`config.mk`:
```
export PLATFORM = sky130hd
export DESIGN_NAME = fspc_flash_self_program_control
export DESIGN_NICKNAME = d
export VERILOG_FILES = /design/src/fspc_pkg.sv /design/src/fspc_flash_self_program_control.sv
export SDC_FILE = /design/constraint.sdc
export NUM_CORES = 2
export LEC_CHECK = 0
export BUFFER_PORTS_ARGS = -buffer_cell sky130_fd_sc_hd__buf_4
export CAP_MARGIN = 10
export CORE_AREA = 2 2 445 447
export CTS_CLUSTER_SIZE = 20
export DETAILED_ROUTE_END_ITERATION = 12
export DIE_AREA = 0 0 447 449
export PLACE_DENSITY = 0.47
export SLEW_MARGIN = 10
export SYNTH_ARGS = -nofsm -noshare
export SYNTH_HDL_FRONTEND = slang
export SYNTH_SLANG_ARGS = --single-unit
export TNS_END_PERCENT = 20
```
`constraint.sdc`:
```
create_clock -name ref_clk -period 4.85 [get_ports ref_clk]
set_input_delay 0.485 -clock ref_clk [delete_from_list [all_inputs] [get_ports ref_clk]]
set_output_delay 0.485 -clock ref_clk [all_outputs]
set_load 0.05 [all_outputs]
```
`src/fspc_pkg.sv`:
```
package fspc_pkg;
  // ===========================================
  // Register layout
  localparam logic [1:0] FSPC_CTRL_ADDR = 2'h0;
  localparam logic [1:0] FSPC_FUSE_ADDR = 2'h1;
  localparam logic [1:0] FSPC_STAT_ADDR = 2'h2;
  localparam logic [7:0] FSPC_CTRL_RESET = 8'h00;
  localparam int FSPC_BIT_IRQ_EN = 7;
  localparam int FSPC_BIT_BUSY = 6;
  localparam int FSPC_BIT_RES = 5;
  localparam int FSPC_BIT_RRE = 4;
  localparam int FSPC_BIT_LOCK = 3;
  localparam int FSPC_BIT_PGWR = 2;
  localparam int FSPC_BIT_PGER = 1;
  localparam int FSPC_BIT_SPE = 0;
  // ===========================================
  // Command patterns in the low five bits
  localparam logic [4:0] FSPC_CMD_RRE = 5'h11;
  localparam logic [4:0] FSPC_CMD_LOCK = 5'h09;
  localparam logic [4:0] FSPC_CMD_PGWR = 5'h05;
  localparam logic [4:0] FSPC_CMD_PGER = 5'h03;
  localparam logic [4:0] FSPC_CMD_LOAD = 5'h01;
  // ===========================================
  // Timing and reset values
  localparam logic [2:0] FSPC_STORE_WINDOW = 3'h4;
  localparam logic [2:0] FSPC_LOAD_WINDOW = 3'h3;
  localparam logic [15:0] FSPC_APP_RESET_ADDR = 16'h0000;
  localparam logic [7:0] FSPC_LOCK_RESET = 8'hff;
  localparam int FSPC_PROG_TIME_US = 4000;
  localparam int FSPC_CLK_MHZ = 20;
  localparam int FSPC_PROG_CYCLES = FSPC_PROG_TIME_US * FSPC_CLK_MHZ;
  typedef enum logic [2:0] {
    FSPC_IDLE = 3'b001,
    FSPC_ARMED = 3'b010,
    FSPC_BUSY = 3'b100
  } fspc_state_type;
endpackage : fspc_pkg

```
`src/fspc_flash_self_program_control.sv`:
```
// The address map and the strobed register port were left to the implementer.
`timescale 1ns/1ns
`default_nettype none
// Function
// - Reset vector chosen by boot select fuse
// - Core cannot write any fuse
// - Control resets zero; bit5 zero, bit6 read-only
// - Ready irq while enable clear and gated
// - Busy set on concurrent erase/write; blocks section
// - Read-enable command clears busy when idle
// - Buffer load clears busy flag
// - Read-enable during loading discards buffer
// - Lock command programs lock bits from low data
// - Load within three cycles returns lock/fuse
// - Page write from buffer to pointer page
// - Stall core on blocking-section erase/write
// - Page erase of pointer page
// - Plain enable loads word into buffer
// - Enable armed four cycles, held while busy
// - Only five command patterns take effect
// - Target address latched at operation start
// - Pointer low bits word, high bits page
// - Buffer words loadable in any order
// - Buffer cleared on write, read-enable, reset
// - Lock values from low data bits 5..2
// - Programmed bits read zero
// - EEPROM write blocks commands and read-back
module fspc_flash_self_program_control
  import fspc_pkg::*;
#(
  parameter int PAGE_WORDS_LOG2 = 6,
  parameter int PAGE_COUNT_LOG2 = 8,
  parameter int BLOCKING_FIRST_PAGE = 224,
  parameter logic [15:0] BOOT_START_ADDR = 16'h3800,
  parameter int PROG_CYCLES = FSPC_PROG_CYCLES
) (
  // Clock and reset
  input wire logic ref_clk,
  input wire logic rst_n,
  // Register port
  input wire logic [1:0] reg_addr,
  input wire logic [7:0] reg_wdata,
  input wire logic reg_wr,
  input wire logic reg_rd,
  output logic [7:0] reg_rdata,
  // Core instruction side
  input wire logic store_program_instruction,
  input wire logic load_program_instruction,
  input wire logic [15:0] pointer,
  input wire logic [15:0] data_register_pair,
  input wire logic global_irq_enable,
  input wire logic eeprom_write_busy,
  output logic [7:0] load_data,
  output logic load_data_valid,
  output logic core_stall,
  output logic program_ready_irq,
  output logic concurrent_section_busy,
  output logic [15:0] reset_vector,
  // Fuses, from external programming only
  input wire logic boot_reset_select,
  input wire logic [7:0] fuse_low,
  input wire logic [7:0] fuse_high,
  // Flash array side
  output logic array_erase,
  output logic array_write,
  output logic [PAGE_COUNT_LOG2-1:0] array_page,
  output logic [15:0] array_data [0:(1<<PAGE_WORDS_LOG2)-1],
  output logic [7:0] lock_bits
);
  // ===========================================
  // Decode helpers
  function automatic logic [PAGE_COUNT_LOG2-1:0] page_of(input logic [15:0] p);
    page_of = p[PAGE_WORDS_LOG2+PAGE_COUNT_LOG2:PAGE_WORDS_LOG2+1];
  endfunction : page_of
  function automatic logic [PAGE_WORDS_LOG2-1:0] word_of(input logic [15:0] p);
    word_of = p[PAGE_WORDS_LOG2:1];
  endfunction : word_of

  localparam int WORDS = 1 << PAGE_WORDS_LOG2;
  fspc_state_type state_reg;
  logic [4:0] cmd_reg;
  logic irq_en_reg;
  logic busy_reg;
  logic [2:0] window_reg;
  logic [2:0] load_window_reg;
  logic [31:0] prog_count_reg;
  logic [PAGE_COUNT_LOG2-1:0] page_reg;
  logic is_write_reg;
  logic stall_reg;
  logic [15:0] buffer_reg [0:WORDS-1];
  logic [WORDS-1:0] filled_reg;
  logic [7:0] lock_reg;
  logic [7:0] load_data_reg;
  logic load_valid_reg;
  logic [7:0] rdata_reg;
  logic [15:0] vector_reg;

  logic ctrl_wr;
  logic cmd_valid;
  logic fire;
  logic start_prog;
  logic prog_done;
  logic blocking_target;
  assign ctrl_wr = reg_wr && reg_addr == FSPC_CTRL_ADDR;
  assign cmd_valid = reg_wdata[4:0] == FSPC_CMD_RRE || reg_wdata[4:0] == FSPC_CMD_LOCK
    || reg_wdata[4:0] == FSPC_CMD_PGWR || reg_wdata[4:0] == FSPC_CMD_PGER
    || reg_wdata[4:0] == FSPC_CMD_LOAD;
  assign fire = state_reg == FSPC_ARMED && store_program_instruction && !eeprom_write_busy;
  assign start_prog = fire && (cmd_reg == FSPC_CMD_PGWR || cmd_reg == FSPC_CMD_PGER);
  assign prog_done = state_reg == FSPC_BUSY && prog_count_reg == 32'h00000001;
  assign blocking_target = 32'(page_of(pointer)) >= BLOCKING_FIRST_PAGE;

  // ===========================================
  // Command sequencer
  always_ff @(posedge ref_clk) begin
    if (!rst_n) begin
      state_reg <= FSPC_IDLE;
      cmd_reg <= 5'h00;
      window_reg <= 3'h0;
      load_window_reg <= 3'h0;
      prog_count_reg <= 32'h0;
    end else begin
      case (state_reg)
        FSPC_IDLE: begin
          // Busy controller never accepts a new command; EEPROM write blocks too
          if (ctrl_wr && cmd_valid && !eeprom_write_busy) begin
            state_reg <= FSPC_ARMED;
            cmd_reg <= reg_wdata[4:0];
            window_reg <= FSPC_STORE_WINDOW;
            load_window_reg <= (reg_wdata[4:0] == FSPC_CMD_LOCK) ? FSPC_LOAD_WINDOW : 3'h0;
          end
        end
        FSPC_ARMED: begin
          if (load_window_reg != 3'h0) begin
            load_window_reg <= load_window_reg - 3'h1;
          end
          if (start_prog) begin
            state_reg <= FSPC_BUSY;
            prog_count_reg <= PROG_CYCLES;
            load_window_reg <= 3'h0;
          end else if (fire || window_reg == 3'h1
                       || (load_program_instruction && load_window_reg != 3'h0)) begin
            state_reg <= FSPC_IDLE;
            cmd_reg <= 5'h00;
            window_reg <= 3'h0;
            load_window_reg <= 3'h0;
          end else begin
            window_reg <= window_reg - 3'h1;
          end
        end
        FSPC_BUSY: begin
          prog_count_reg <= prog_count_reg - 32'h1;
          if (prog_done) begin
            state_reg <= FSPC_IDLE;
            cmd_reg <= 5'h00;
          end
        end
        default: begin
          state_reg <= FSPC_IDLE;
          cmd_reg <= 5'h00;
        end
      endcase
    end
  end

  // ===========================================
  // Interrupt enable, busy flag, latched target
  always_ff @(posedge ref_clk) begin
    if (!rst_n) begin
      irq_en_reg <= 1'b0;
    end else if (ctrl_wr) begin
      irq_en_reg <= reg_wdata[FSPC_BIT_IRQ_EN];
    end
  end

  always_ff @(posedge ref_clk) begin
    if (!rst_n) begin
      busy_reg <= 1'b0;
    end else if (start_prog && !blocking_target) begin
      busy_reg <= 1'b1;
    end else if (fire && (cmd_reg == FSPC_CMD_LOAD || cmd_reg == FSPC_CMD_RRE)) begin
      busy_reg <= 1'b0;
    end
  end

  always_ff @(posedge ref_clk) begin
    if (!rst_n) begin
      page_reg <= '0;
      is_write_reg <= 1'b0;
      stall_reg <= 1'b0;
    end else if (start_prog) begin
      page_reg <= page_of(pointer);
      is_write_reg <= cmd_reg == FSPC_CMD_PGWR;
      stall_reg <= blocking_target;
    end else if (prog_done) begin
      stall_reg <= 1'b0;
    end
  end

  // ===========================================
  // Temporary page buffer, random order fill
  always_ff @(posedge ref_clk) begin
    if (!rst_n) begin
      filled_reg <= '0;
    end else if ((prog_done && is_write_reg) || (fire && cmd_reg == FSPC_CMD_RRE)) begin
      filled_reg <= '0;
    end else if (fire && cmd_reg == FSPC_CMD_LOAD) begin
      filled_reg[word_of(pointer)] <= 1'b1;
    end
  end

  // Erased words read as all ones, like erased flash
  always_ff @(posedge ref_clk) begin
    for (int i = 0; i < WORDS; i++) begin
      if (!rst_n || (prog_done && is_write_reg) || (fire && cmd_reg == FSPC_CMD_RRE)) begin
        buffer_reg[i] <= 16'hffff;
      end else if (fire && cmd_reg == FSPC_CMD_LOAD && word_of(pointer) == i[PAGE_WORDS_LOG2-1:0]
                   && !filled_reg[i]) begin
        buffer_reg[i] <= data_register_pair;
      end
    end
  end

  // ===========================================
  // Lock bits; software can only program, never clear
  always_ff @(posedge ref_clk) begin
    if (!rst_n) begin
      lock_reg <= FSPC_LOCK_RESET;
    end else if (fire && cmd_reg == FSPC_CMD_LOCK) begin
      lock_reg[5:2] <= lock_reg[5:2] & data_register_pair[5:2];
    end
  end

  // ===========================================
  // Load-program read-back
  always_ff @(posedge ref_clk) begin
    if (!rst_n) begin
      load_data_reg <= 8'h00;
      load_valid_reg <= 1'b0;
    end else begin
      load_valid_reg <= 1'b0;
      if (state_reg == FSPC_ARMED && load_program_instruction && load_window_reg != 3'h0
          && !eeprom_write_busy) begin
        load_valid_reg <= 1'b1;
        // Raw values: zero means programmed
        // Pointer 3 is the high fuse byte, so test both bits before bit 0
        if (pointer[1:0] == 2'h3) begin
          load_data_reg <= fuse_high;
        end else if (pointer[0]) begin
          load_data_reg <= lock_reg;
        end else begin
          load_data_reg <= fuse_low;
        end
      end
    end
  end

  // ===========================================
  // Reset vector, caught after reset release
  always_ff @(posedge ref_clk) begin
    if (!rst_n) begin
      vector_reg <= FSPC_APP_RESET_ADDR;
    end else if (state_reg == FSPC_IDLE && vector_reg == FSPC_APP_RESET_ADDR && !boot_reset_select) begin
      vector_reg <= BOOT_START_ADDR;
    end
  end

  // ===========================================
  // Register read; fuses have no write path at all
  always_ff @(posedge ref_clk) begin
    if (!rst_n) begin
      rdata_reg <= 8'h00;
    end else if (reg_rd) begin
      if (reg_addr == FSPC_CTRL_ADDR) begin
        rdata_reg <= {irq_en_reg, busy_reg, 1'b0, cmd_reg};
      end else if (reg_addr == FSPC_FUSE_ADDR) begin
        rdata_reg <= fuse_low;
      end else if (reg_addr == FSPC_STAT_ADDR) begin
        rdata_reg <= {5'h00, stall_reg, load_valid_reg, eeprom_write_busy};
      end else begin
        rdata_reg <= 8'h00;
      end
    end else begin
      rdata_reg <= 8'h00;
    end
  end

  assign reg_rdata = rdata_reg;
  assign load_data = load_data_reg;
  assign load_data_valid = load_valid_reg;
  assign core_stall = stall_reg;
  assign program_ready_irq = irq_en_reg && global_irq_enable && !cmd_reg[FSPC_BIT_SPE];
  assign concurrent_section_busy = busy_reg;
  assign reset_vector = vector_reg;
  assign array_erase = state_reg == FSPC_BUSY && !is_write_reg;
  assign array_write = state_reg == FSPC_BUSY && is_write_reg;
  assign array_page = page_reg;
  assign array_data = buffer_reg;
  assign lock_bits = lock_reg;
endmodule : fspc_flash_self_program_control
`default_nettype wire

```
* Word level (Yosys, flattened, before mapping)
Index checks and enable logic that the tools add are counted.
** Word-level totals
- Bits in registers :: 1168
- Input bits :: 67
- Output and inout bits :: 1078
- Logic and storage cells :: 462
** Operators by class
- Add/subtract/negate cells :: 3
- Magnitude comparators :: 3
- Equal/unequal tests :: 88
- Muxes and demuxes :: 34
- Bitwise gates (word level) :: 4
- Reductions and logical operators :: 249
** Operators by type and width (number)
- 6-bit equality test, second input constant :: 32
- 1-bit logical AND :: 152
- 6-bit by 5-bit equality test with 1-bit output, second input constant :: 16
- 1-bit logical NOT :: 70
- 64-bit OR :: 1
- 32-bit one-hot mux with 2 select lines :: 1
- 6-bit by 4-bit equality test with 1-bit output, second input constant :: 8
- 3-bit two-way mux :: 12
- 32-bit by 1-bit equality test with 1-bit output, second input constant :: 1
- 32-bit two-way mux :: 1
- 8-bit two-way mux :: 4
- 32-bit by 1-bit subtractor with 32-bit output, second input constant :: 1
- 6-bit by 3-bit equality test with 1-bit output, second input constant :: 4
- 5-bit two-way mux :: 4
- 16-bit logical NOT :: 1
- 5-bit one-hot mux with 3 select lines :: 1
- 6-bit by 2-bit equality test with 1-bit output, second input constant :: 2
- 3-bit one-hot mux with 2 select lines :: 2
- 1-bit logical OR :: 11
- 5-bit by 1-bit equality test with 1-bit output, second input constant :: 2
- 5-bit by 2-bit equality test with 1-bit output, second input constant :: 2
- 5-bit by 3-bit equality test with 1-bit output, second input constant :: 2
- 5-bit by 4-bit equality test with 1-bit output, second input constant :: 2
- 5-bit equality test, second input constant :: 2
- 28 further kinds :: 47

* Depth between registers and ports, before layout
- Depth after elaboration :: 9
- Mapped depth :: 11

* Worst setup path after synthesis
Ideal clock, no wire load.
- Path kind :: input -> register
- Start :: input pointer[1]
- End :: register buffer_reg, in the netlist array_data[85]
- Arrival :: 2.763 ns
- Required time :: 4.721 ns
- Setup slack :: 1.957 ns
- Stages :: 9
- Path buffers :: 4
- Path through :: clkbuf_1 -> nor4_1 -> nand2b_1 -> clkbuf_1 -> buf_1 -> nor4_4 -> buf_2 -> mux2i_1 -> nand2_1
** On the way
- Word-level cells in the longest chain between the ends :: 3
** RTL lines
- start: declaration :: RTL line fspc_flash_self_program_control.sv:49 : input wire logic [15:0] pointer,
- 6-bit equality test :: RTL line fspc_flash_self_program_control.sv:217 : end else if (fire && cmd_reg == FSPC_CMD_LOAD && word_of(pointer) == i[PAGE_WORDS_LOG2-1:0]
- 1-bit logical AND :: RTL line fspc_flash_self_program_control.sv:217
- 1-bit logical AND :: RTL line fspc_flash_self_program_control.sv:218 : && !filled_reg[i]) begin
- end signal: indexed assignment :: RTL line fspc_flash_self_program_control.sv:219 : buffer_reg[i] <= data_register_pair;
- end: declaration :: RTL line fspc_flash_self_program_control.sv:90 : logic [15:0] buffer_reg [0:WORDS-1];
Every way passes these cells.
A chain may end at the register's enable or synchronous reset.

* Final worst setup path
- Start :: register state_reg[1]
- End :: register buffer_reg, in the netlist array_data[735]
** On the way
- Word-level cells in the longest chain between the ends :: 6
** RTL lines
- start: declaration :: RTL line fspc_flash_self_program_control.sv:80 : fspc_state_type state_reg;
- start signal: assignment :: RTL line fspc_flash_self_program_control.sv:117 : state_reg <= FSPC_IDLE;
- start signal: assignment :: RTL line fspc_flash_self_program_control.sv:127 : state_reg <= FSPC_ARMED;
- start signal: assignment :: RTL line fspc_flash_self_program_control.sv:138 : state_reg <= FSPC_BUSY;
- 3-bit by 2-bit equality test with 1-bit output :: RTL line fspc_flash_self_program_control.sv:108 : assign fire = state_reg == FSPC_ARMED && store_program_instruction && !eeprom_write_busy;
- 1-bit logical AND (2 in series) :: RTL line fspc_flash_self_program_control.sv:108
- 1-bit logical AND (2 in series) :: RTL line fspc_flash_self_program_control.sv:217
- 1-bit logical AND :: RTL line fspc_flash_self_program_control.sv:218
Parallel ways exist; a longest one is shown, timed or not.

==> flow_summary.ini <==
[power_and_ir_drop]
p_int_mw = 16.2
peakVddDrop_v = 0.000321
power_frac_seq_pct = 44.8
clockPowerShare_pct = 50.5
net-switching-power_mw = 5.36
combPwrFrac_pct = 4.8
power_density_nw_per_um2 = 365
power_mw = 21.6
swShare_pct = 24.8
power_leakage_nw = 24.0

[grt]
grt_pass1_vias = 35100
grt_max_degree = 189
grt-ovfl-total = 0
grt_usage_pct = 18.7
grt_pass1_wl_um = 271000
antenna_found_initial = 12

[sta]
tns_ns = 0
hold_viol = 0
rsz0062_at_grt = false
final_max_slew_viol_count = 0
holdWs_ns = 0.110
max_freq_mhz = 277
setup_viol = 0
slew_headroom_pct = 16.3
fin_worst_skew_ns = 0.0227
tightest_slew_ns = 1.25
fin_crit_sh_pct = 74.4
min_period_ns = 3.61

[layout]
drive_gt1_share_pct = 26.2
area_delta_synth_final_pct = 36.0
mostFrequentLayoutCells = 1558 x nand2_1, 1221 x buf_4, 1168 x dfxtp_1
final.fill_count = 20800
final_common_cell = nand2_1
fin_nets = 5802
utilization_pct = 30.1
largest_reg_flops = 1024
layoutNonFillerInstCount = 8488

[place]
port_buffers = 1124
dp_hpwl_um = 128000
gp_congestion = 0.823
dp.cells = 8192

[critical_path]
cp_max_fo = 36
worstSetupStartpointType = flop
reg2reg_depth = 6
slowest_delay_ns = 0.92
required_ns = 5.48
crit_slowest_cell = or4_1
crit_chain = or3b_1 > or4_4 > buf_4 > or4_1 > nand2_1 > nand3_1
cp_num_buf_inv = 1
rrSetupSlack_ns = 1.24
cp_top_family = simple AND/OR/NAND/NOR gates
rr_startpoint = state_reg[1]
end_kind = flop
critPathKind = flop to flop
reg2reg_to = array_data[735]
crit_start = state_reg[1]
cp.depth = 6
crit_arrival_ns = 4.24

[yosys]
synth_seq_cells = 1168
async_flop_share_pct = 0
synth_edf_count = 0
seq_area_frac_synth_pct = 53.8
synth_xor_area_share_pct = 0.101
syn_avg_cell_area_um2 = 9.13
ys.flop_type = dfxtp_1
synth_mux_area_share_pct = 13.1
synth_compound_area_share_pct = 2.33
yosysWarnings = 0
syn_inst = 4757
synth_simple_gate_area_share_pct = 25.5
yosys.area_share.adder_pct = 0.173
syn_area_um2 = 43400
synth_top_family_by_area = simple AND/OR/NAND/NOR gates
synth_cell_types = 61

[detailed_routing]
wire_per_inst_um = 23.0
ant_nets = 0
drcViolationCount = 0
vias = 37000
drtPass1Iterations = 5
viasPerCell = 4.35
routed_wl_um = 195000
drt_iter0_drc = 2661

[floorplanning]
design.core.area_um2 = 196000
fp.dieArea_um2 = 201000
io_pins = 1145
rows = 163
start_util_pct = 22.1
die_w_um = 447
fp.dieH_um = 449

[min_path]
holdPathEnd = array_data[528]
min_from = data_register_pair[0]
hold_path_depth = 3
hold_class = input port to flop

[clocking]
clock_latency_ns = 0.81
post_cts_resized = 0
clkSinkCount = 1168
cts_tree = done
clk_pin_slew_ns = 0.06
max-clock-path-buffers = 3
cts.htree.levels = 4
cts_made_buffers = 143
clock-root-buffer = clkbuf_16

[status]
status = finished, final reports clean

[run]
maxCapViolCount = 0
per-layer routing:
layer | global-route usage (%) | vias to the layer above | routed length, um
met1 | 22.0 | 17800 | 78800
li1 | - | 17700 | -
met4 | 7.50 | 2 | 7270
met3 | 5.03 | 291 | 13300
met2 | 31.9 | 1204 | 95600
met5 | 0 | - | 12
cell families (layout without fill, tap and decap cells):
family | count (synthesis) | count (layout)
adder cells (fa/ha/maj) | 6 | 6
flip-flops | 1168 | 1168
AND/OR/NAND/NOR | 2388 | 2388
multiplexers | 566 | 566
XOR/XNOR | 5 | 5
buffers and inverters | 455 | 1526
AO/OA/AOI/OAI | 167 | 167
other | 2 | 22
power groups by stage:
stage | registers [mW] | clock network, mW | logic (mW)
floorplan | 9.85 | 0 | 0.574
global placement | 9.86 | 0 | 1.03
global route | 9.65 | 11.6 | 1.09
detailed placement | 9.86 | 0 | 1.03
CTS | 9.65 | 11.2 | 1.05
finish | 9.65 | 10.9 | 1.03
worst register-to-register path, stage by stage, from the launching register on:
cell,delay (ns)
dfxtp_1,0.36
or3b_1,0.56
or4_4,0.89
buf_4,0.42
or4_1,0.92
nand2_1,0.21
nand3_1,0.09
worst max-delay path by stage:
stage,to,slack (ns)
after CTS,array_data[750],1.18
after detailed placement,array_data[750],1.19
final,array_data[735],1.24
after global routing,array_data[738],1.05
after floorplan,array_data[85],1.96
after global placement,array_data[744],1.22
per-stage QoR:
stage / cell area, um^2 / setup WS [ns]
floorplan: 43500 / 1.96
global placement: 54000 / 1.22
detailed placement: 54000 / 1.19
CTS: 59000 / 1.18
global route: 59000 / 1.05
finish: 59100 / 1.24
repair_timing:
| item | CTS | global route |
|---|---|---|
| hold buffers | 32 | 0 |
| buffers inserted | 0 | 0 |
| hold endpoints to repair | 30 | 0 |
synth_stat cells (all sizes together) (6+ instances only):
library cell     n  area [um^2]
a21oi           94          470
a31oi            8         50.1
and2             6         37.5
buf            179         1140
clkbuf         266          998
dfxtp         1168        23400
ha               6         75.1
inv             10         37.5
mux2i          563         5640
nand2         1559         5850
nand3          495         2480
nand4            8         50.1
nor2           125          469
nor3            25          125
nor4            70         1310
o21a            12         90.1
o21ai           15         75.1
o311ai           7         61.3
or3             13         81.3
or4             46          357
layout make-up:
cell class	count	area, um^2	area share (%)
Multi-Input combinational cell	3149	18000	30.5
Sequential cell	1168	23400	39.6
Clock inverter	40	470	0.797
Tap cell	2640	3300	5.59
Antenna cell	5	12.5	0.0212
Timing Repair Buffer	1257	9560	16.2
Clock buffer	219	4290	7.26
Inverter	10	37.5	0.0636
Note: power is estimated with default switching activity, not from simulation.
